--- src/design/sies_defs.svh ---
// register offsets, field positions, reset values and widths of the serial irq/status bank
`ifndef SIES_DEFS_SVH
`define SIES_DEFS_SVH

`define SIES_ADDR_W        12
`define SIES_OFF_IER       12'h169
`define SIES_OFF_STATUS    12'h16a
`define SIES_OFF_TXDATA    12'h16b
`define SIES_OFF_RXDATA    12'h16c
`define SIES_OFF_CTRL      12'h16d

`define SIES_RST_IER       8'h00
`define SIES_RST_STATUS    8'h00
`define SIES_RST_CTRL      8'h00

// enable register fields
`define SIES_IE_ACKTX      0
`define SIES_IE_ACKRX      1
`define SIES_IE_ACKHALT    2
`define SIES_IE_STOP_RE    3
`define SIES_IE_NACK_TE    4
`define SIES_IE_RXFULL     5
`define SIES_IE_TXEND      6
`define SIES_IE_TXEMPTY    7

// status register fields
`define SIES_ST_CONFLICT   0
`define SIES_ST_SLAVEMATCH 1
`define SIES_ST_OVR_AL     2
`define SIES_ST_STOP       3
`define SIES_ST_NOACK      4
`define SIES_ST_RXFULL     5
`define SIES_ST_TXEND      6
`define SIES_ST_TXEMPTY    7

// control register fields
`define SIES_CT_TWOWIRE    0
`define SIES_CT_FOURWIRE   1
`define SIES_CT_CONTROLLER 2

`define SIES_WORD_BITS     4'h8

`endif

--- src/design/sies_pkg.sv ---
// types shared by the serial irq/status bank
`include "sies_defs.svh"

package sies_pkg;

   typedef logic [`SIES_ADDR_W-1:0] sies_addr_t;
   typedef logic [7:0]              sies_byte_t;

   typedef enum logic [1:0]
   {
      ST_IDLE  = 2'b00,
      ST_SHIFT = 2'b01,
      ST_ACK   = 2'b10,
      ST_HALT  = 2'b11
   } sies_state_t;

endpackage

--- src/design/sies_pin_if.sv ---
// carrier between the pin synchroniser and the bank
`timescale 1ns/100ps
`default_nettype none

interface sies_pin_if;
   logic [2:0] raw;
   logic [2:0] synced;

   modport sync
   (
      input  raw,
      output synced
   );

   modport user
   (
      output raw,
      input  synced
   );
endinterface

`default_nettype wire

--- src/design/sies_sync.sv ---
// two-flop synchroniser for the serial pins
`timescale 1ns/100ps
`default_nettype none

module sies_sync
(
   input  wire logic clk,
   input  wire logic rst,
   sies_pin_if.sync  pins
);

   logic [2:0] meta_q;
   logic [2:0] sync_q;

   // first stage feeds only the second; bits are idle-high pins
   always_ff @(posedge clk)
   begin
      if (rst)
      begin
         meta_q <= 3'h7;
         sync_q <= 3'h7;
      end
      else
      begin
         meta_q <= pins.raw;
         sync_q <= meta_q;
      end
   end

   assign pins.synced = sync_q;

endmodule

`default_nettype wire

--- src/design/sies_top.sv ---
// serial unit interrupt-enable and status bank with a small shifter
`timescale 1ns/100ps
`default_nettype none
`include "sies_defs.svh"

// Operation
// receive ack bit driven from ack_tx_select
// returned ack captured into ack_rx_value
// ack halt select stops on ack one
// bit 3 gates stop-detect interrupt
// software enables stop irq with flag clear
// bit 4 gates noack and arbitration-lost
// two-wire noack enable ignores overrun
// bit 5 gates receive-full and overrun
// overrun interrupt only in synchronous mode
// bit 6 gates transmit-end interrupt
// bit 7 gates transmit-empty interrupt
// master start with select low: conflict
// slave select rising mid-transfer: conflict
// word done while receive full: overrun
// overrun blocks receive, master also transmit
// receive-full set on data, cleared by read
// transmit-end loads transmit-empty at end
// transmit-empty set on word load
// transmit-data write clears end and empty
// transmit enable rising sets transmit-empty
// flags clear by zero after read one
// software spaces status accesses one slot
// interrupt line follows enabled active events
module sies_top
(
   input  wire logic               clk,
   input  wire logic               rst,
   input  wire sies_pkg::sies_addr_t regAddr,
   input  wire sies_pkg::sies_byte_t regWdata,
   input  wire logic               regWrite,
   input  wire logic               regRead,
   output logic      [7:0]         regRdata,
   input  wire logic               serClkPin,
   input  wire logic               serDataIn,
   output logic                    serDataOut,
   output logic                    serDataOe,
   input  wire logic               chipSelectPin,
   output logic                    irqReq
);
   import sies_pkg::*;

   sies_pin_if pins ();

   logic [7:0]  ier_q;
   logic [7:0]  flags_q;
   logic [7:0]  flags_d;
   logic [7:0]  armed_q;
   logic [7:0]  ctrl_q;
   logic [7:0]  txData_q;
   logic [7:0]  rxData_q;
   logic [7:0]  shift_q;
   logic [7:0]  shift_d;
   logic [3:0]  bitCnt_q;
   logic [3:0]  bitCnt_d;
   sies_state_t state_q;
   sies_state_t state_d;
   logic        txPending_q;
   logic        txActive_q;
   logic        txActive_d;
   logic        ackRx_q;
   logic        ackRx_d;
   logic        outBit_q;
   logic        outBit_d;
   logic        clkPrev_q;
   logic        dataPrev_q;
   logic        csPrev_q;
   logic [7:0]  statusView;
   logic [7:0]  flagSet;
   logic [7:0]  flagClr;
   logic        twoWire;
   logic        fourWire;
   logic        controller;
   logic        clkS;
   logic        dataS;
   logic        csS;
   logic        clkRise;
   logic        clkFall;
   logic        dataRise;
   logic        dataFall;
   logic        csRise;
   logic        wrIer;
   logic        wrStatus;
   logic        wrTx;
   logic        wrCtrl;
   logic        rdStatus;
   logic        rdRx;
   logic        rxAllowed;
   logic        txAllowed;
   logic        evLoad;
   logic        evEnd;
   logic        evRxDone;
   logic        evConflict;
   logic        evStop;
   logic        evNack;
   logic        evArbLost;
   logic        evTxEnRise;

   // pins cross into the clock domain before anything looks at them
   assign pins.raw = {chipSelectPin, serDataIn, serClkPin};

   sies_sync u_sync
   (
      .clk  (clk),
      .rst  (rst),
      .pins (pins)
   );

   assign clkS  = pins.synced[0];
   assign dataS = pins.synced[1];
   assign csS   = pins.synced[2];

   // edge detection on the synchronised levels
   always_ff @(posedge clk)
   begin
      if (rst)
      begin
         clkPrev_q  <= 1'b1;
         dataPrev_q <= 1'b1;
         csPrev_q   <= 1'b1;
      end
      else
      begin
         clkPrev_q  <= clkS;
         dataPrev_q <= dataS;
         csPrev_q   <= csS;
      end
   end

   assign clkRise  = clkS & ~clkPrev_q;
   assign clkFall  = ~clkS & clkPrev_q;
   assign dataRise = dataS & ~dataPrev_q;
   assign dataFall = ~dataS & dataPrev_q;
   assign csRise   = csS & ~csPrev_q;

   assign twoWire    = ctrl_q[`SIES_CT_TWOWIRE];
   assign fourWire   = ctrl_q[`SIES_CT_FOURWIRE] & ~twoWire;
   assign controller = ctrl_q[`SIES_CT_CONTROLLER];

   // address decode; unmapped addresses read zero and ignore writes
   assign wrIer    = regWrite & (regAddr == `SIES_OFF_IER);
   assign wrStatus = regWrite & (regAddr == `SIES_OFF_STATUS);
   assign wrTx     = regWrite & (regAddr == `SIES_OFF_TXDATA);
   assign wrCtrl   = regWrite & (regAddr == `SIES_OFF_CTRL);
   assign rdStatus = regRead & (regAddr == `SIES_OFF_STATUS);
   assign rdRx     = regRead & (regAddr == `SIES_OFF_RXDATA);

   // overrun freezes the receiver, and a master's transmitter too
   assign rxAllowed = ~flags_q[`SIES_ST_OVR_AL] &
                      (twoWire | ier_q[`SIES_IE_STOP_RE]);
   assign txAllowed = ~(flags_q[`SIES_ST_OVR_AL] & controller & ~twoWire) &
                      (twoWire | ier_q[`SIES_IE_NACK_TE]);

   // transmit enable going high in synchronous mode
   assign evTxEnRise = wrIer & ~twoWire & regWdata[`SIES_IE_NACK_TE] &
                       ~ier_q[`SIES_IE_NACK_TE];

   // shifter sequencing: sample on rising link edge, drive on falling
   always_comb
   begin
      state_d    = state_q;
      shift_d    = shift_q;
      bitCnt_d   = bitCnt_q;
      txActive_d = txActive_q;
      ackRx_d    = ackRx_q;
      outBit_d   = outBit_q;
      evLoad     = 1'b0;
      evEnd      = 1'b0;
      evRxDone   = 1'b0;
      evConflict = 1'b0;
      evStop     = 1'b0;
      evNack     = 1'b0;
      evArbLost  = 1'b0;
      case (state_q)
         ST_IDLE:
         begin
            if (txPending_q && !txActive_q && txAllowed)
            begin
               shift_d    = txData_q;
               txActive_d = 1'b1;
               outBit_d   = txData_q[7];
               evLoad     = 1'b1;
            end
            else if (clkRise && (txActive_q || rxAllowed))
            begin
               if (fourWire && controller && !csS)
                  evConflict = 1'b1;
               shift_d  = {shift_q[6:0], dataS};
               bitCnt_d = 4'h1;
               state_d  = ST_SHIFT;
            end
         end
         ST_SHIFT:
         begin
            if (clkFall && txActive_q)
               outBit_d = shift_q[7];
            if (clkRise)
            begin
               if (twoWire && txActive_q && outBit_q && !dataS)
               begin
                  evArbLost  = 1'b1;
                  txActive_d = 1'b0;
                  state_d    = ST_IDLE;
               end
               else
               begin
                  shift_d  = {shift_q[6:0], dataS};
                  bitCnt_d = bitCnt_q + 4'h1;
                  if (bitCnt_q == `SIES_WORD_BITS - 4'h1)
                  begin
                     // outside two-wire a word is kept only with reception enabled
                     evRxDone = twoWire ? ~txActive_q : ier_q[`SIES_IE_STOP_RE];
                     if (twoWire)
                     begin
                        state_d = ST_ACK;
                        // a receiver stays off the line until the ack slot opens
                        if (!txActive_q)
                           outBit_d = 1'b1;
                     end
                     else
                     begin
                        evEnd      = txActive_q;
                        txActive_d = 1'b0;
                        state_d    = ST_IDLE;
                     end
                  end
               end
            end
         end
         ST_ACK:
         begin
            if (clkFall)
               outBit_d = txActive_q ? 1'b1 : ier_q[`SIES_IE_ACKTX];
            if (clkRise)
            begin
               evEnd      = txActive_q;
               txActive_d = 1'b0;
               state_d    = ST_IDLE;
               if (txActive_q)
               begin
                  ackRx_d = dataS;
                  if (dataS)
                     evNack = 1'b1;
                  if (dataS && ier_q[`SIES_IE_ACKHALT])
                     state_d = ST_HALT;
               end
            end
         end
         ST_HALT:
         begin
            if (!flags_q[`SIES_ST_NOACK])
               state_d = ST_IDLE;
         end
         default:
         begin
            state_d = ST_IDLE;
         end
      endcase
      // two-wire start or stop on the data line while clock is high
      if (twoWire && clkS && (dataRise || dataFall) && state_q != ST_HALT)
      begin
         evStop     = dataRise;
         state_d    = ST_IDLE;
         txActive_d = txActive_q & (state_q == ST_IDLE);
         bitCnt_d   = 4'h0;
      end
      if (fourWire && !controller && csRise &&
          (state_q == ST_SHIFT || state_q == ST_ACK))
         evConflict = 1'b1;
   end

   // shifter state
   always_ff @(posedge clk)
   begin
      if (rst)
      begin
         state_q    <= ST_IDLE;
         shift_q    <= 8'h00;
         bitCnt_q   <= 4'h0;
         txActive_q <= 1'b0;
         ackRx_q    <= 1'b0;
         outBit_q   <= 1'b1;
      end
      else
      begin
         state_q    <= state_d;
         shift_q    <= shift_d;
         bitCnt_q   <= bitCnt_d;
         txActive_q <= txActive_d;
         ackRx_q    <= ackRx_d;
         outBit_q   <= outBit_d;
      end
   end

   // pending transmit word: a write arms it, the load takes it
   always_ff @(posedge clk)
   begin
      if (rst)
      begin
         txData_q    <= 8'h00;
         txPending_q <= 1'b0;
      end
      else if (wrTx)
      begin
         txData_q    <= regWdata;
         txPending_q <= 1'b1;
      end
      else if (evLoad)
         txPending_q <= 1'b0;
   end

   // received word is kept only when the buffer is free
   always_ff @(posedge clk)
   begin
      if (rst)
         rxData_q <= 8'h00;
      else if (evRxDone && !flags_q[`SIES_ST_RXFULL] && !flags_q[`SIES_ST_OVR_AL])
         rxData_q <= shift_d;
   end

   // writable enable bits; the received ack bit is read-only
   always_ff @(posedge clk)
   begin
      if (rst)
      begin
         ier_q  <= `SIES_RST_IER;
         ctrl_q <= `SIES_RST_CTRL;
      end
      else
      begin
         if (wrIer)
            ier_q <= regWdata & ~(8'h01 << `SIES_IE_ACKRX);
         if (wrCtrl)
            ctrl_q <= regWdata & 8'h07;
      end
   end

   // status flag events
   always_comb
   begin
      flagSet = 8'h00;
      flagClr = 8'h00;
      flagSet[`SIES_ST_CONFLICT] = evConflict;
      flagSet[`SIES_ST_OVR_AL]   = (evRxDone & flags_q[`SIES_ST_RXFULL] & ~twoWire)
                                   | evArbLost;
      flagSet[`SIES_ST_STOP]     = evStop;
      flagSet[`SIES_ST_NOACK]    = evNack;
      flagSet[`SIES_ST_RXFULL]   = evRxDone & ~flags_q[`SIES_ST_RXFULL] &
                                   ~flags_q[`SIES_ST_OVR_AL];
      flagSet[`SIES_ST_TXEMPTY]  = evLoad | evTxEnRise;
      // zero written to a flag seen as one; ones are ignored
      if (wrStatus)
         flagClr = ~regWdata & armed_q;
      // outside two-wire the receive-full flag ignores written zeros
      if (!twoWire)
         flagClr[`SIES_ST_RXFULL] = 1'b0;
      if (rdRx)
         flagClr[`SIES_ST_RXFULL] = 1'b1;
      if (wrTx)
      begin
         flagClr[`SIES_ST_TXEND]   = 1'b1;
         flagClr[`SIES_ST_TXEMPTY] = 1'b1;
      end
      // set beats clear so an event in the clearing cycle survives
      flags_d = (flags_q & ~flagClr) | flagSet;
      // the end flag copies the empty flag as the last bit leaves
      if (evEnd)
         flags_d[`SIES_ST_TXEND] = flags_q[`SIES_ST_TXEMPTY] | flagSet[`SIES_ST_TXEMPTY];
   end

   always_ff @(posedge clk)
   begin
      if (rst)
         flags_q <= `SIES_RST_STATUS;
      else
         flags_q <= flags_d;
   end

   // read-as-one arming for the write-zero clear
   always_ff @(posedge clk)
   begin
      if (rst)
         armed_q <= 8'h00;
      else if (wrStatus)
         armed_q <= 8'h00;
      else if (rdStatus)
         armed_q <= armed_q | statusView;
   end

   // status as software sees it, by mode
   always_comb
   begin
      statusView = flags_q;
      statusView[`SIES_ST_SLAVEMATCH] = 1'b0;
      if (!twoWire)
      begin
         statusView[`SIES_ST_STOP]  = 1'b0;
         statusView[`SIES_ST_NOACK] = 1'b0;
      end
      else
         statusView[`SIES_ST_CONFLICT] = 1'b0;
   end

   // read data one cycle after the strobe, zero otherwise
   always_ff @(posedge clk)
   begin
      if (rst)
         regRdata <= 8'h00;
      else if (!regRead)
         regRdata <= 8'h00;
      else
      begin
         case (regAddr)
            `SIES_OFF_IER:    regRdata <= ier_q | ({7'h00, ackRx_q} << `SIES_IE_ACKRX);
            `SIES_OFF_STATUS: regRdata <= statusView;
            `SIES_OFF_TXDATA: regRdata <= txData_q;
            `SIES_OFF_RXDATA: regRdata <= rxData_q;
            `SIES_OFF_CTRL:   regRdata <= ctrl_q;
            default:          regRdata <= 8'h00;
         endcase
      end
   end

   // data pin: open drain low in two-wire, push while sending otherwise
   always_ff @(posedge clk)
   begin
      if (rst)
      begin
         serDataOut <= 1'b0;
         serDataOe  <= 1'b0;
      end
      else if (twoWire)
      begin
         serDataOut <= 1'b0;
         serDataOe  <= ~outBit_d & (txActive_d | state_d == ST_ACK);
      end
      else
      begin
         serDataOut <= outBit_d;
         serDataOe  <= txActive_d;
      end
   end

   // interrupt line: enabled active events, gating differs by mode
   always_ff @(posedge clk)
   begin
      if (rst)
         irqReq <= 1'b0;
      else if (twoWire)
         irqReq <= (flags_q[`SIES_ST_TXEMPTY] & ier_q[`SIES_IE_TXEMPTY])
                 | (flags_q[`SIES_ST_TXEND] & ier_q[`SIES_IE_TXEND])
                 | (flags_q[`SIES_ST_RXFULL] & ier_q[`SIES_IE_RXFULL])
                 | (flags_q[`SIES_ST_STOP] & ier_q[`SIES_IE_STOP_RE])
                 | ((flags_q[`SIES_ST_NOACK] | flags_q[`SIES_ST_OVR_AL])
                    & ier_q[`SIES_IE_NACK_TE]);
      else
         irqReq <= (flags_q[`SIES_ST_TXEMPTY] & ier_q[`SIES_IE_TXEMPTY])
                 | (flags_q[`SIES_ST_TXEND] & ier_q[`SIES_IE_TXEND])
                 | ((flags_q[`SIES_ST_RXFULL] | flags_q[`SIES_ST_OVR_AL])
                    & ier_q[`SIES_IE_RXFULL])
                 | (flags_q[`SIES_ST_CONFLICT] & ier_q[`SIES_IE_ACKTX]);
   end
   // note: overrun in two-wire does not exist; bit 2 there is arbitration lost

endmodule

`default_nettype wire

--- config.mk ---
export PLATFORM = sky130hd
export DESIGN_NAME = sies_top
export DESIGN_NICKNAME = d
export VERILOG_FILES = /design/src/design/sies_pkg.sv /design/src/design/sies_pin_if.sv /design/src/design/sies_sync.sv /design/src/design/sies_top.sv
export VERILOG_INCLUDE_DIRS = /design/src /design/src/design
export SDC_FILE = /design/constraint.sdc
export NUM_CORES = 1
export LEC_CHECK = 0
export ABC_AREA = 0
export BUFFER_PORTS_ARGS = -buffer_cell sky130_fd_sc_hd__clkbuf_2
export CAP_MARGIN = 20
export CORE_UTILIZATION = 58
export DETAILED_ROUTE_END_ITERATION = 16
export PLACE_DENSITY = 0.87
export SYNTH_ARGS = -nofsm -noshare
export SYNTH_HDL_FRONTEND = slang
export SYNTH_SLANG_ARGS = --single-unit
--- constraint.sdc ---
create_clock -name clk -period 6.2 [get_ports clk]
set_clock_uncertainty 0.15 [all_clocks]
set_input_delay 0.62 -clock clk [delete_from_list [all_inputs] [get_ports clk]]
set_output_delay 0.62 -clock clk [all_outputs]
set_load 0.03 [all_outputs]
Word-level counts from Yosys, hierarchy flattened
Cells that the tools add are included.
{ "totals": {"word_cells": 218, "inputBits": 27, "reg_bits": 80, "output_inout_bits": 11} }
{ "classes": {"muxes": 78, "eq_ne": 15, "n_bitwise": 66, "addsub": 1, "reduce_logical": 36} }
{ "ops": {"columns": ["operator", "n"], "rows": [
  ["$eq 12x9->1 const B", 5],
  ["$mux 1", 49],
  ["$mux 8", 5],
  ["$pmux 8 s5", 1],
  ["$and 1x1->1", 32],
  ["$mux 2", 13],
  ["$logic_and 1x1->1", 18],
  ["$and 8x8->8", 2],
  ["$mux 4", 4],
  ["$not 8->8", 2],
  ["$or 8x8->8", 2],
  ["$pmux 8 s2", 1],
  ["$or 1x1->1", 14],
  ["$not 1->1", 13],
  ["$ne 2x2->1 const B", 5],
  ["$or 8x2->8", 1],
  ["$pmux 2 s4", 1],
  ["$pmux 4 s2", 1],
  ["$reduce_or 2->1", 4],
  ["$eq 2x2->1 const B", 3],
  ["$logic_not 1->1", 6],
  ["$pmux 1 s3", 2],
  ["$reduce_and 5->1", 1],
  ["$add 4x1->4 const B", 1],
  ["other kinds (7)", 10]
]} }

Longest topological paths before layout
Gate-level depths: netlist of run 1.
{ "depth": {"ltp_word": 13, "ltp_mapped": 9, "depth_no_buf": 8} }

Cells and area by module
Synthesis of run 1 repeated with hierarchy kept, for this count alone.
{ "unflattened": {"cells_unflattened": 422, "area_unflattened_um2": 3734.8} }
{ "modules_own_cells": {"columns": ["module", "cells_per_inst", "seq_area_each_um2", "area_per_inst_um2", "instances"], "rows": [
  ["sies_top", 410, 1441.4, 3577.2, 1],
  ["sies_sync", 12, 120.1, 157.7, 1]
]} }

Worst setup path after synthesis of run 1
Ideal clock, no wire load.
{ "synth_timing": {"kind": "input to register", "from": "input port regAddr[9]", "to": "register flags_q[7]", "setup_slack_ps": 4056, "stages": 7, "path_buffers": 1, "t_arrival_ps": 1862, "required_ps": 5918, "setup_ps": 132, "path_cell_list": "nor4b_2 > and2_1 > nand2_2 > or2_2 > buf_2 > nand3_1 > a21oi_1"} }
{ "synth_via": {"elab_chain_cells": 7, "word_cells_on_any_way": 15, "cone_classes": "3 x eq/ne; 2 x mux; 10 x bitwise"} }
{ "synth_lines": {"columns": ["element", "line_no", "source"], "rows": [
  ["start: declaration", "sies_top.sv:34", "input wire sies_pkg::sies_addr_t regAddr,"],
  ["$eq 12x9->1", null, null],
  ["$and 1x1->1 (on tied branches)", "sies_top.sv:146, sies_top.sv:147", null],
  ["$and 1x1->1 or $mux 8 (tied branches)", "sies_top.sv:160, sies_top.sv:357", null],
  ["$and 1x1->1 or $mux 2 (tied branches)", "sies_top.sv:160, sies_top.sv:364", null],
  ["$and 1x1->1 or $not 8->8 (tied branches)", "sies_top.sv:160, sies_top.sv:370", null],
  ["$or 1x1->1 or $and 8x8->8 (tied branches)", "sies_top.sv:355, sies_top.sv:370", null],
  ["$or 8x8->8 (*)", "sies_top.sv:370", "flags_d = (flags_q & ~flagClr) | flagSet;"],
  ["end signal: assignment", "sies_top.sv:379", "flags_q <= `SIES_RST_STATUS;"],
  ["end signal: assignment", "sies_top.sv:381", "flags_q <= flags_d;"],
  ["end: declaration", "sies_top.sv:51", "logic [7:0] flags_q;"]
]} }
Every way passes the cells marked *; elsewhere a longest branch is shown, timed or not.
A chain may end at the register's enable or synchronous reset.

Final worst setup path of run 1
{ "layout_timing": {"from": "register ctrl_q[0]", "to": "register serDataOe"} }
{ "layout_via": {"elab_chain_cells": 12, "word_cells_on_any_way": 42, "cone_classes": "1 x eq/ne; 22 x mux; 10 x bitwise; 9 x reduce/logical"} }
{ "layout_lines": {"columns": ["element", "line_no", "source"], "rows": [
  ["start: declaration", "sies_top.sv:54", "logic [7:0] ctrl_q;"],
  ["start signal: assignment", "sies_top.sv:332", "ctrl_q <= `SIES_RST_CTRL;"],
  ["start signal: assignment", "sies_top.sv:339", "ctrl_q <= regWdata & 8'h07;"],
  ["$or 1x1->1 or $not 1->1 (tied branches)", "sies_top.sv:155, sies_top.sv:156", null],
  ["$and 1x1->1 (on tied branches)", "sies_top.sv:154, sies_top.sv:156", null],
  ["$logic_or 1x1->1 or $not 1->1 (tied branches)", "sies_top.sv:189, sies_top.sv:156", null],
  ["$logic_and 1x1->1 or $and 1x1->1 (tied branches)", "sies_top.sv:189, sies_top.sv:156", null],
  ["$mux 2 or $logic_and 1x1->1 (tied branches)", "sies_top.sv:189, sies_top.sv:182", null],
  ["$mux 2", "sies_top.sv:182", "if (txPending_q && !txActive_q && txAllowed)"],
  ["$pmux 2 s4", "sies_top.sv:179", "case (state_q)"],
  ["$mux 2", "sies_top.sv:265", "if (twoWire && clkS && (dataRise || dataFall) && state_q != ST_HALT)"],
  ["$eq 2x2->1", "sies_top.sv:440", "serDataOe <= ~outBit_d & (txActive_d | state_d == ST_ACK);"],
  ["$or 1x1->1", "sies_top.sv:440", null],
  ["$and 1x1->1", "sies_top.sv:440", null],
  ["$mux 1 (*)", "sies_top.sv:437", "else if (twoWire)"],
  ["end signal: assignment", "sies_top.sv:440", null],
  ["end signal: assignment", "sies_top.sv:445", "serDataOe <= txActive_d;"],
  ["end: declaration", "sies_top.sv:42", "output logic serDataOe,"]
]} }
Marked as above.

==> results of run 1 <==
synthesized netlist by cell type, drive strengths merged, types with 7 or more instances:
cell type	instances	share of area, %
nand3	11	1.5
nand2b	7	1.2
buf	12	2.1
mux2i	23	6.1
clkbuf	11	1.1
or2	10	1.7
a211oi	9	1.8
inv	9	0.90
dfxtp	78	42
ha	7	2.3
nor3	7	1.2
nor2b	7	1.2
nand2	55	5.6
a31oi	9	1.5
a222oi	12	3.2
a21oi	30	4.1
o21ai	24	3.3
nor2	49	5.5
per-stage QoR:
stage	power, W	utilization, %
after CTS	0.001181	67.59
after detailed placement	0.0008289	64.57
after floorplan	0.0007588	-
after global routing	0.001236	67.59
after global placement	0.0008232	64.57
final	0.001186	67.59
registers in the layout, summed over array words and instances, names as in the netlist, 4 cells and up:
signal and count:
armed_q 7, shift_q 8, regRdata 8, rxData_q 8, txData_q 8, flags_q 7
bitCnt_q 4, ier_q 7
cell usage in the layout, fill, tap and decap left out, types with 2 or more instances in the layout:
cell type and count:
dfxtp_1 78, nand2_1 53, nor2_1 47, clkbuf_2 37, a21oi_1 29, mux2i_1 23, o21ai_0 22, a222oi_1 12
nand3_1 11, or2_2 10, inv_1 9, a31oi_1 9, a211oi_1 9, clkbuf_8 9, nor2b_1 7, nand2b_1 7
ha_1 7, nor3_1 6, a22oi_1 4, a221oi_1 4, o2111ai_1 4, and2_1 3, nor4bb_1 3, and3_1 3
nand4b_1 3, a32oi_1 3, clkinv_4 3, nand3b_1 2, nand2_2 2, a22o_1 2, a21o_1 2, xor2_1 2
worst paths after layout:
kind	from	to	slack (ns)	cells after the start
min reg2reg	u_sync.meta_q[1]$_SDFF_PP1_	u_sync.pins.synced[1]$_SDFF_PP1_	0.26	1
min	u_sync.meta_q[1]$_SDFF_PP1_	u_sync.pins.synced[1]$_SDFF_PP1_	0.26	1
max reg2reg	ctrl_q[0]$_SDFFE_PP0P_	serDataOe$_SDFF_PP0_	3.42	6
max	ctrl_q[0]$_SDFFE_PP0P_	serDataOe$_SDFF_PP0_	3.42	6
cells by family after synthesis:
kind of cell	after synthesis	synth area share, %
muxes	23	6.142
xor gates and xnor gates	2	0.4674
buffers and inverters	32	4.139
and+or+nand+nor	174	24.60
adders and majority gates	7	2.336
DFF	78	41.66
AOI/OAI and AO/OA	112	20.66
per-layer routing:
layer | part of all wire (%) | track usage, % | vias to the layer above
li1 | - | - | 1610
met1 | 41 | 38.30 | 1650
met2 | 46 | 50.00 | 235
met3 | 9.9 | 9.121 | 31
met4 | 2.9 | 11.05 | 0
met5 | 0 | 0 | -
cell type report:
| type | count | area (µm²) | area share [%] |
|---|---|---|---|
| multi-input cells | 318 | 2032 | 49.60 |
| flip-flops and latches | 78 | 1562 | 38.12 |
| repair buffers | 38 | 192.7 | 4.704 |
| clock buffers | 9 | 123.9 | 3.024 |
| well taps | 75 | 93.84 | 2.291 |
| clock inverters | 7 | 58.81 | 1.436 |
| inverters | 9 | 33.78 | 0.8247 |
report_power, final:
part / internal [W] / switching (W)
logic: 0.000100 / 0.000190
clock network: 0.000151 / 0.000205
registers: 0.000519 / 0.0000209
worst register-to-register path, cell delays in order, from the launching register on:
cell and delay (ns):
dfxtp_1 0.62, o21ba_2 0.38, o21ai_2 0.55, o21ai_1 0.31, a21oi_1 0.26, o2111ai_1 0.15
a211oi_1 0.27
==> impl_metrics.py, run 1 <==
metrics = {
    "route": {
        "ant_nets": 0,
        "dr.first_iter.drc_count": 548,
        "avgViaCountPerCell": 6.603,
        "routed_wl_um": 9413,
        "drc_errors": 0,
        "vias": 3526,
        "firstDrtPassIters": 8,
        "avgRoutedWirePerCell_um": 17.63,
    },
    "clocking": {
        "cts.sinks": 78,
        "clock_latency_ns": 0.36,
        "cts_htree_levels": 3,
        "hold_buffers": 0,
        "cts.repair.resized": 0,
        "root_buffer": "clkbuf_8",
        "clockBufferDepth": 2,
        "clk_pin_slew_ns": 0.09,
        "postCtsSetupRepairBufs": 0,
        "numCtsBuffers": 9,
        "cts_tree": "built",
    },
    "synth": {
        "synth_edf_count": 0,
        "ys_warn_count": 0,
        "synth-seq-cells": 78,
        "syn_nets": 462,
        "syn_area_um2": 3749,
        "async_flop_share_pct": 0,
        "synthCells": 428,
        "yosys.cell_types.count": 62,
        "yosysSeqAreaShare_pct": 41.66,
        "ys.flop_type": "dfxtp_1",
        "synth_area_per_cell_um2": 8.758,
    },
    "power": {
        "leakagePower_nw": 1.523,
        "irDropWorstVdd_mv": 0.2994,
        "pwr_density_cell_nw_per_um2": 289.5,
    },
    "worst_setup_path": {
        "path_cells": "o21ba_2 > o21ai_2 > o21ai_1 > a21oi_1 > o2111ai_1 > a211oi_1",
        "slowest_stage": "dfxtp_1",
        "crit_arrival_ns": 2.90,
        "critPathBufInv": 0,
        "worstSetupPathType": "reg -> reg",
        "cpPeakStageDelay_ns": 0.62,
        "path_delay_family": "compound AO/OA/AOI/OAI gates",
        "crit_path_start_kind": "register",
        "endpoint_kind": "register",
        "required_ns": 6.32,
        "path_max_fanout": 25,
    },
    "sta": {
        "setup_ws_ns": 3.421,
        "whs_ns": 0.2639,
        "fin_crit_ns": 2.779,
        "rsz0062_at_grt": "no",
        "setup_viol": 0,
        "fin_crit_sh_pct": 44.82,
        "hold_violations": 0,
        "finalMaxSlewViolations": 0,
        "tns_ns": 0,
        "slew_headroom_pct": 38.48,
        "max_freq_ghz": 0.3598,
        "worst_pin_slew_ns": 0.9215,
    },
    "floorplanning": {
        "initial_core_util_pct": 61.85,
        "row_count": 28,
        "die_h_um": 82.40,
        "dieArea_um2": 6789,
        "pin_count": 38,
        "core_um2": 6061,
        "die_x_um": 82.40,
    },
    "global_route": {
        "grt_usage_pct": 30.69,
        "antenna_found_initial": 0,
        "overflow": 0,
        "grt_max_degree": 63,
        "grt_pass1_wl_um": 15230,
        "grt_pass1_vias": 3143,
    },
    "run": {
        "drv_cap": 0,
    },
    "cells_and_area": {
        "stdcell_area_um2": 4096,
        "nets": 488,
        "syn2layout_area_growth_pct": 9.279,
        "n_fill_cell": 486,
        "fin_cells": 534,
        "drive_gt1_share_pct": 17.43,
        "insertedDiodeCount": 0,
    },
    "placed_design": {
        "port_buffers": 37,
        "gp_congestion": 0.9450,
        "place_ws_ns": 3.521,
        "dpl_cell_area_um2": 3914,
        "hpwl_um": 6565,
        "place_inst": 518,
    },
    "run_status": {
        "status": "completed",
    },
    "hold_path": {
        "hold_path.class": "reg -> reg",
    },
}
Power figures use the tool's default switching activity.
==> run 2: changes to the inputs <==
CORE_UTILIZATION = 53   (was 58)
PLACE_DENSITY = 0.84   (was 0.87)
clock period = 2.4 ns   (was 6.2 ns; I/O delays follow)
==> run 2 against run 1 <==
Power rose to 2.7 times the previous value. Sequential cell count unchanged. Register-to-register slack worse by 3.2 ns. Design area up 4.7%. Hold slack worse by 0.26 ns. Largest power group unchanged. Sequential share of layout area down 1.7 points. Core utilization down 4.8 points.
==> impl_metrics.py, run 2 (same netlist as run 1, synthesis figures left out) <==
metrics = {
    "worst_setup_path": {
        "crit_arrival_ns": 2.32,
        "path_cells": "inv_1 > ha_1 > buf_4 > a21oi_2 > a222oi_1 > a211oi_1",
        "endpoint_kind": "register",
        "required_ns": 2.53,
        "path_max_fanout": 11,
        "slowest_stage": "dfxtp_1",
        "crit_path_start_kind": "register",
        "worstSetupPathType": "reg -> reg",
        "cpPeakStageDelay_ns": 0.44,
    },
    "power": {
        "pwr_density_cell_nw_per_um2": 750.9,
        "leakagePower_nw": 1.613,
        "irDropWorstVdd_mv": 0.6693,
    },
    "route": {
        "firstDrtPassIters": 5,
        "ant_nets": 0,
        "dr.first_iter.drc_count": 398,
        "avgRoutedWirePerCell_um": 17.77,
        "avgViaCountPerCell": 6.192,
        "drc_errors": 0,
        "routed_wl_um": 10160,
        "vias": 3542,
    },
    "floorplanning": {
        "die_x_um": 86.10,
        "die_h_um": 86.10,
        "pin_count": 38,
        "dieArea_um2": 7413,
        "core_um2": 6832,
        "initial_core_util_pct": 54.87,
        "row_count": 30,
    },
    "global_route": {
        "antenna_found_initial": 0,
        "grt_pass1_wl_um": 15900,
        "grt_usage_pct": 28.31,
        "busiest_layer": "met2",
        "grt_pass1_vias": 3171,
        "grtUsageMet1_pct": 36.37,
        "overflow": 0,
        "gr-usage-met3_pct": 9.336,
        "met2_usage_pct": 43.00,
        "grt_max_degree": 63,
    },
    "clocking": {
        "cts_htree_levels": 3,
        "clockBufferDepth": 2,
        "cts.sinks": 78,
        "numCtsBuffers": 9,
        "cts_tree": "built",
        "root_buffer": "clkbuf_8",
        "clk_pin_slew_ns": 0.09,
        "clock_latency_ns": 0.38,
        "postCtsSetupRepairBufs": 0,
    },
    "sta": {
        "fin_crit_ns": 2.195,
        "whs_ns": 0.007209,
        "rsz0062_at_grt": "no",
        "hold_violations": 0,
        "setup_viol": 0,
        "worst_pin_slew_ns": 0.6378,
        "max_freq_ghz": 0.4556,
        "slew_headroom_pct": 57.32,
        "setup_ws_ns": 0.2051,
        "finalMaxSlewViolations": 0,
        "fin_crit_sh_pct": 91.45,
        "tns_ns": 0,
    },
    "cells_and_area": {
        "fin_cells": 572,
        "syn2layout_area_growth_pct": 14.42,
        "insertedDiodeCount": 0,
        "final_common_cell": "dfxtp_1",
        "drive_gt1_share_pct": 19.12,
        "fin_util_pct": 62.78,
        "n_fill_cell": 584,
        "nets": 505,
        "layout_common_cells": "dfxtp_1, nand2_1, nor2_1, clkbuf_2, a21oi_1",
    },
    "hold_path": {
        "hold_path.class": "in -> reg",
    },
    "run_status": {
        "status": "completed",
    },
    "placed_design": {
        "place_ws_ns": 0.2147,
        "gp_congestion": 0.8857,
        "place_inst": 549,
        "port_buffers": 37,
        "hpwl_um": 7062,
    },
    "run": {
        "drv_cap": 0,
    },
}
[run 2: power by group]
| part | switching [W] | total, W | internal, W |
|---|---|---|---|
| Clock | 0.000538 | 0.00103 | 0.000493 |
| Sequential | 0.0000469 | 0.00139 | 0.00134 |
| Combinational | 0.000496 | 0.000802 | 0.000306 |
| Total | 0.00108 | 0.00322 | 0.00214 |
[run 2: final cells by class]
type                            count  area, µm²  share of cell area (%)
Clock buffer                        9      123.9                   2.888
Timing Repair Buffer               55      337.8                   7.876
Sequential cell                    78       1562                   36.41
Multi-Input combinational cell    318       2034                   47.43
Clock inverter                      7      77.57                   1.809
Tap cell                           96      120.1                   2.800
Inverter                            9      33.78                  0.7876
[run 2: metal layers]
metal	share of wire, %	vias to the layer above
met5	0	-
met4	3.9	0
met3	9.6	44
met2	46	203
met1	41	1650
li1	-	1645
[run 2: through the flow]
| step | power, W | area [µm²] |
|---|---|---|
| 2_1_floorplan | 0.001960 | 3749 |
| 3_3_place_gp | 0.002157 | 4015 |
| 3_5_place_dp | 0.002191 | 4015 |
| 4_1_cts | 0.003197 | 4287 |
| 5_1_grt | 0.003341 | 4289 |
| 6_report | 0.003221 | 4289 |
[run 2: worst max-delay path: cells and delay by family (launching register included)]
family | cells | cell delay, ns
AO/OA/AOI/OAI | 3 | 0.79
flip-flops | 1 | 0.44
buffers and inverters | 2 | 0.36
adder cells (fa/ha/maj) | 1 | 0.35
[run 2: what timing repair did]
item | CTS | global route
setup endpoints to repair | 0 | 1
hold buffers | 7 | 0
endpoints found under the hold margin | 9 | 0
gates resized for setup | 0 | 1
[run 2: final timing paths]
path	start	end	slack, ns	cells after the start
setup / recovery	state_q[1]$_SDFF_PP0_	rxData_q[3]$_SDFFE_PP0P_	0.21	6
hold / removal	regWdata[5]	txData_q[5]$_SDFFE_PP0P_	0.007	3
hold reg to reg	u_sync.meta_q[2]$_SDFF_PP1_	u_sync.pins.synced[2]$_SDFF_PP1_	0.26	1
setup reg to reg	state_q[1]$_SDFF_PP0_	rxData_q[3]$_SDFFE_PP0P_	0.21	6
==> run 3: changes to the inputs <==
CORE_ASPECT_RATIO = 0.8   (was unset)
==> run 3 against run 2 <==
Register-to-register slack worse by 0.10 ns. Final cell count decreased by 1.6%. Critical path type unchanged. Combinational power up 4.4%. Highest routed layer unchanged.
==> impl_metrics.py, run 3 (same netlist as run 1, synthesis figures left out) <==
metrics = {
    "sta": {
        "setup_ws_ns": 0.1032,
        "fin_crit_sh_pct": 95.70,
        "slew_headroom_pct": 55.50,
        "worst_pin_slew_ns": 0.6624,
        "tns_ns": 0,
        "rsz0062_at_grt": "no",
        "setup_viol": 0,
        "hold_violations": 0,
        "max_freq_ghz": 0.4354,
        "finalMaxSlewViolations": 0,
        "fin_crit_ns": 2.297,
    },
    "hold_path": {
        "hold_path.class": "in -> reg",
        "min_path_cells": 3,
    },
    "run": {
        "drv_cap": 0,
    },
    "floorplanning": {
        "pin_count": 38,
        "core_um2": 6858,
        "die_x_um": 96.03,
        "dieArea_um2": 7415,
        "die_h_um": 77.22,
        "initial_core_util_pct": 54.66,
        "row_count": 27,
    },
    "route": {
        "dr.first_iter.drc_count": 491,
        "ant_nets": 0,
        "met1_length_um": 4452,
        "drc_errors": 0,
        "vias": 3525,
        "dr.max_layer_used": "met4",
        "avgRoutedWirePerCell_um": 17.90,
        "wl_met3_um": 1080,
        "routed_wl_um": 10080,
        "firstDrtPassIters": 7,
        "avgViaCountPerCell": 6.261,
        "wl_met2_um": 4273,
    },
    "power": {
        "p_sw_w": 0.001057,
        "cellInternalPower_w": 0.002014,
        "p_clk_share_pct": 27.6,
        "seqPwrFrac_pct": 45.1,
        "switching_share_pct": 34.41,
        "pwr_density_cell_nw_per_um2": 723.4,
        "p_comb_share_pct": 27.3,
        "leakagePower_nw": 1.594,
        "irDropWorstVdd_mv": 0.4200,
    },
    "global_route": {
        "grt_usage_pct": 28.42,
        "overflow": 0,
        "grt_max_degree": 63,
        "grt_pass1_wl_um": 15970,
        "grt_pass1_vias": 3186,
        "antenna_found_initial": 0,
    },
    "worst_setup_path": {
        "required_ns": 2.48,
        "worstSetupPathType": "reg -> reg",
        "slowest_stage": "nor4bb_2",
        "regToRegStartpoint": "bitCnt_q[0]$_SDFFE_PP0P_",
        "path_cells": "ha_1 > nor4bb_2 > o21ai_0 > a221oi_1 > o21bai_1 > a32oi_1 > a211oi_1",
        "reg2reg_depth": 7,
        "ff2ff_setup_slack_ns": 0.10,
        "endpoint_kind": "register",
        "crit_cells": 7,
        "path_max_fanout": 3,
        "rr_endpoint": "serDataOe$_SDFF_PP0_",
        "critPathBufInv": 0,
        "cp-endpoint": "serDataOe$_SDFF_PP0_",
        "path_delay_family": "compound AO/OA/AOI/OAI gates",
        "crit_path_start_kind": "register",
        "cpPeakStageDelay_ns": 0.50,
        "crit_arrival_ns": 2.37,
        "setup.worst_path.start": "bitCnt_q[0]$_SDFFE_PP0P_",
    },
    "clocking": {
        "clockBufferDepth": 2,
        "clock_latency_ns": 0.37,
        "clk_pin_slew_ns": 0.08,
        "root_buffer": "clkbuf_8",
        "numCtsBuffers": 9,
        "cts_htree_levels": 3,
        "cts.sinks": 78,
        "cts_tree": "built",
    },
    "cells_and_area": {
        "syn2layout_area_growth_pct": 13.22,
        "nets": 506,
        "layout_common_cells": "dfxtp_1, nand2_1, nor2_1, clkbuf_2, a21oi_1",
        "insertedDiodeCount": 0,
        "drive_gt1_share_pct": 19.12,
        "final_common_cell": "dfxtp_1",
    },
    "placed_design": {
        "port_buffers": 37,
        "place_ws_ns": 0.1334,
        "hpwl_um": 7203,
        "gp_congestion": 0.9389,
    },
    "run_status": {
        "status": "completed",
    },
}
-- run 3: worst min-delay path by stage --
stage	start	endpoint	slack [ns]
after floorplan	serClkPin	u_sync.meta_q[0]$_SDFF_PP1_	0.19
after global placement	u_sync.meta_q[1]$_SDFF_PP1_	u_sync.pins.synced[1]$_SDFF_PP1_	0.24
after detailed placement	u_sync.meta_q[0]$_SDFF_PP1_	u_sync.pins.synced[0]$_SDFF_PP1_	0.25
after CTS	regWdata[7]	txData_q[7]$_SDFFE_PP0P_	0.004
after global routing	regWdata[7]	txData_q[7]$_SDFFE_PP0P_	0.02
final	regWdata[2]	txData_q[2]$_SDFFE_PP0P_	0.01
-- run 3: worst min-delay path, delay by kind of cell --
| family | cells | cell delay [ns] |
|---|---|---|
| buffers and inverters | 1 | 0.11 |
| AO/OA/AOI/OAI | 1 | 0.06 |
| AND/OR/NAND/NOR | 1 | 0.07 |
-- run 3: metal layers --
layer	global-route usage, %	vias to the layer above
met3	9.127	27
met2	39.15	204
met5	0	-
li1	-	1643
met4	10.60	0
met1	40.69	1651
-- run 3: area by class of cell --
| cell class | instances | area, µm² |
|---|---|---|
| Clock buffer | 11 | 131.4 |
| Clock inverter | 4 | 25.02 |
| Fill cell | 579 | 2614 |
| Inverter | 9 | 33.78 |
| Multi-Input combinational cell | 318 | 2041 |
| Sequential cell | 78 | 1562 |
| Tap cell | 87 | 108.9 |
| Timing Repair Buffer | 56 | 342.8 |
-- run 3: per-stage QoR --
| stage | utilization (%) | instance area (µm²) | std cells | hold slack, ns | power [W] |
|---|---|---|---|---|---|
| after floorplan | - | 3749 | 428 | 0.1938 | 0.001960 |
| after global placement | 58.60 | 4019 | 542 | 0.2429 | 0.002191 |
| after detailed placement | 58.60 | 4019 | 542 | 0.2485 | 0.002210 |
| after CTS | 61.76 | 4235 | 563 | 0.004454 | 0.003036 |
| after global routing | 61.89 | 4244 | 563 | 0.02079 | 0.003190 |
| final | 61.89 | 4244 | 563 | 0.01074 | 0.003070 |
-- run 3: repair_timing --
action	4_1_cts	5_1_grt
gates resized for setup	0	2
endpoints found under the hold margin	6	0
hold buffers	6	0
setup buffers	0	0
setup endpoints to repair	0	12
-- run 3: power groups by stage --
stage	clock, W	sequential [W]	combinational, W
after CTS	0.000846	0.00139	0.000804
after detailed placement	0	0.00142	0.000793
after floorplan	0	0.00142	0.000537
after global routing	0.000908	0.00139	0.000887
after global placement	0	0.00141	0.000779
final	0.000847	0.00139	0.000837
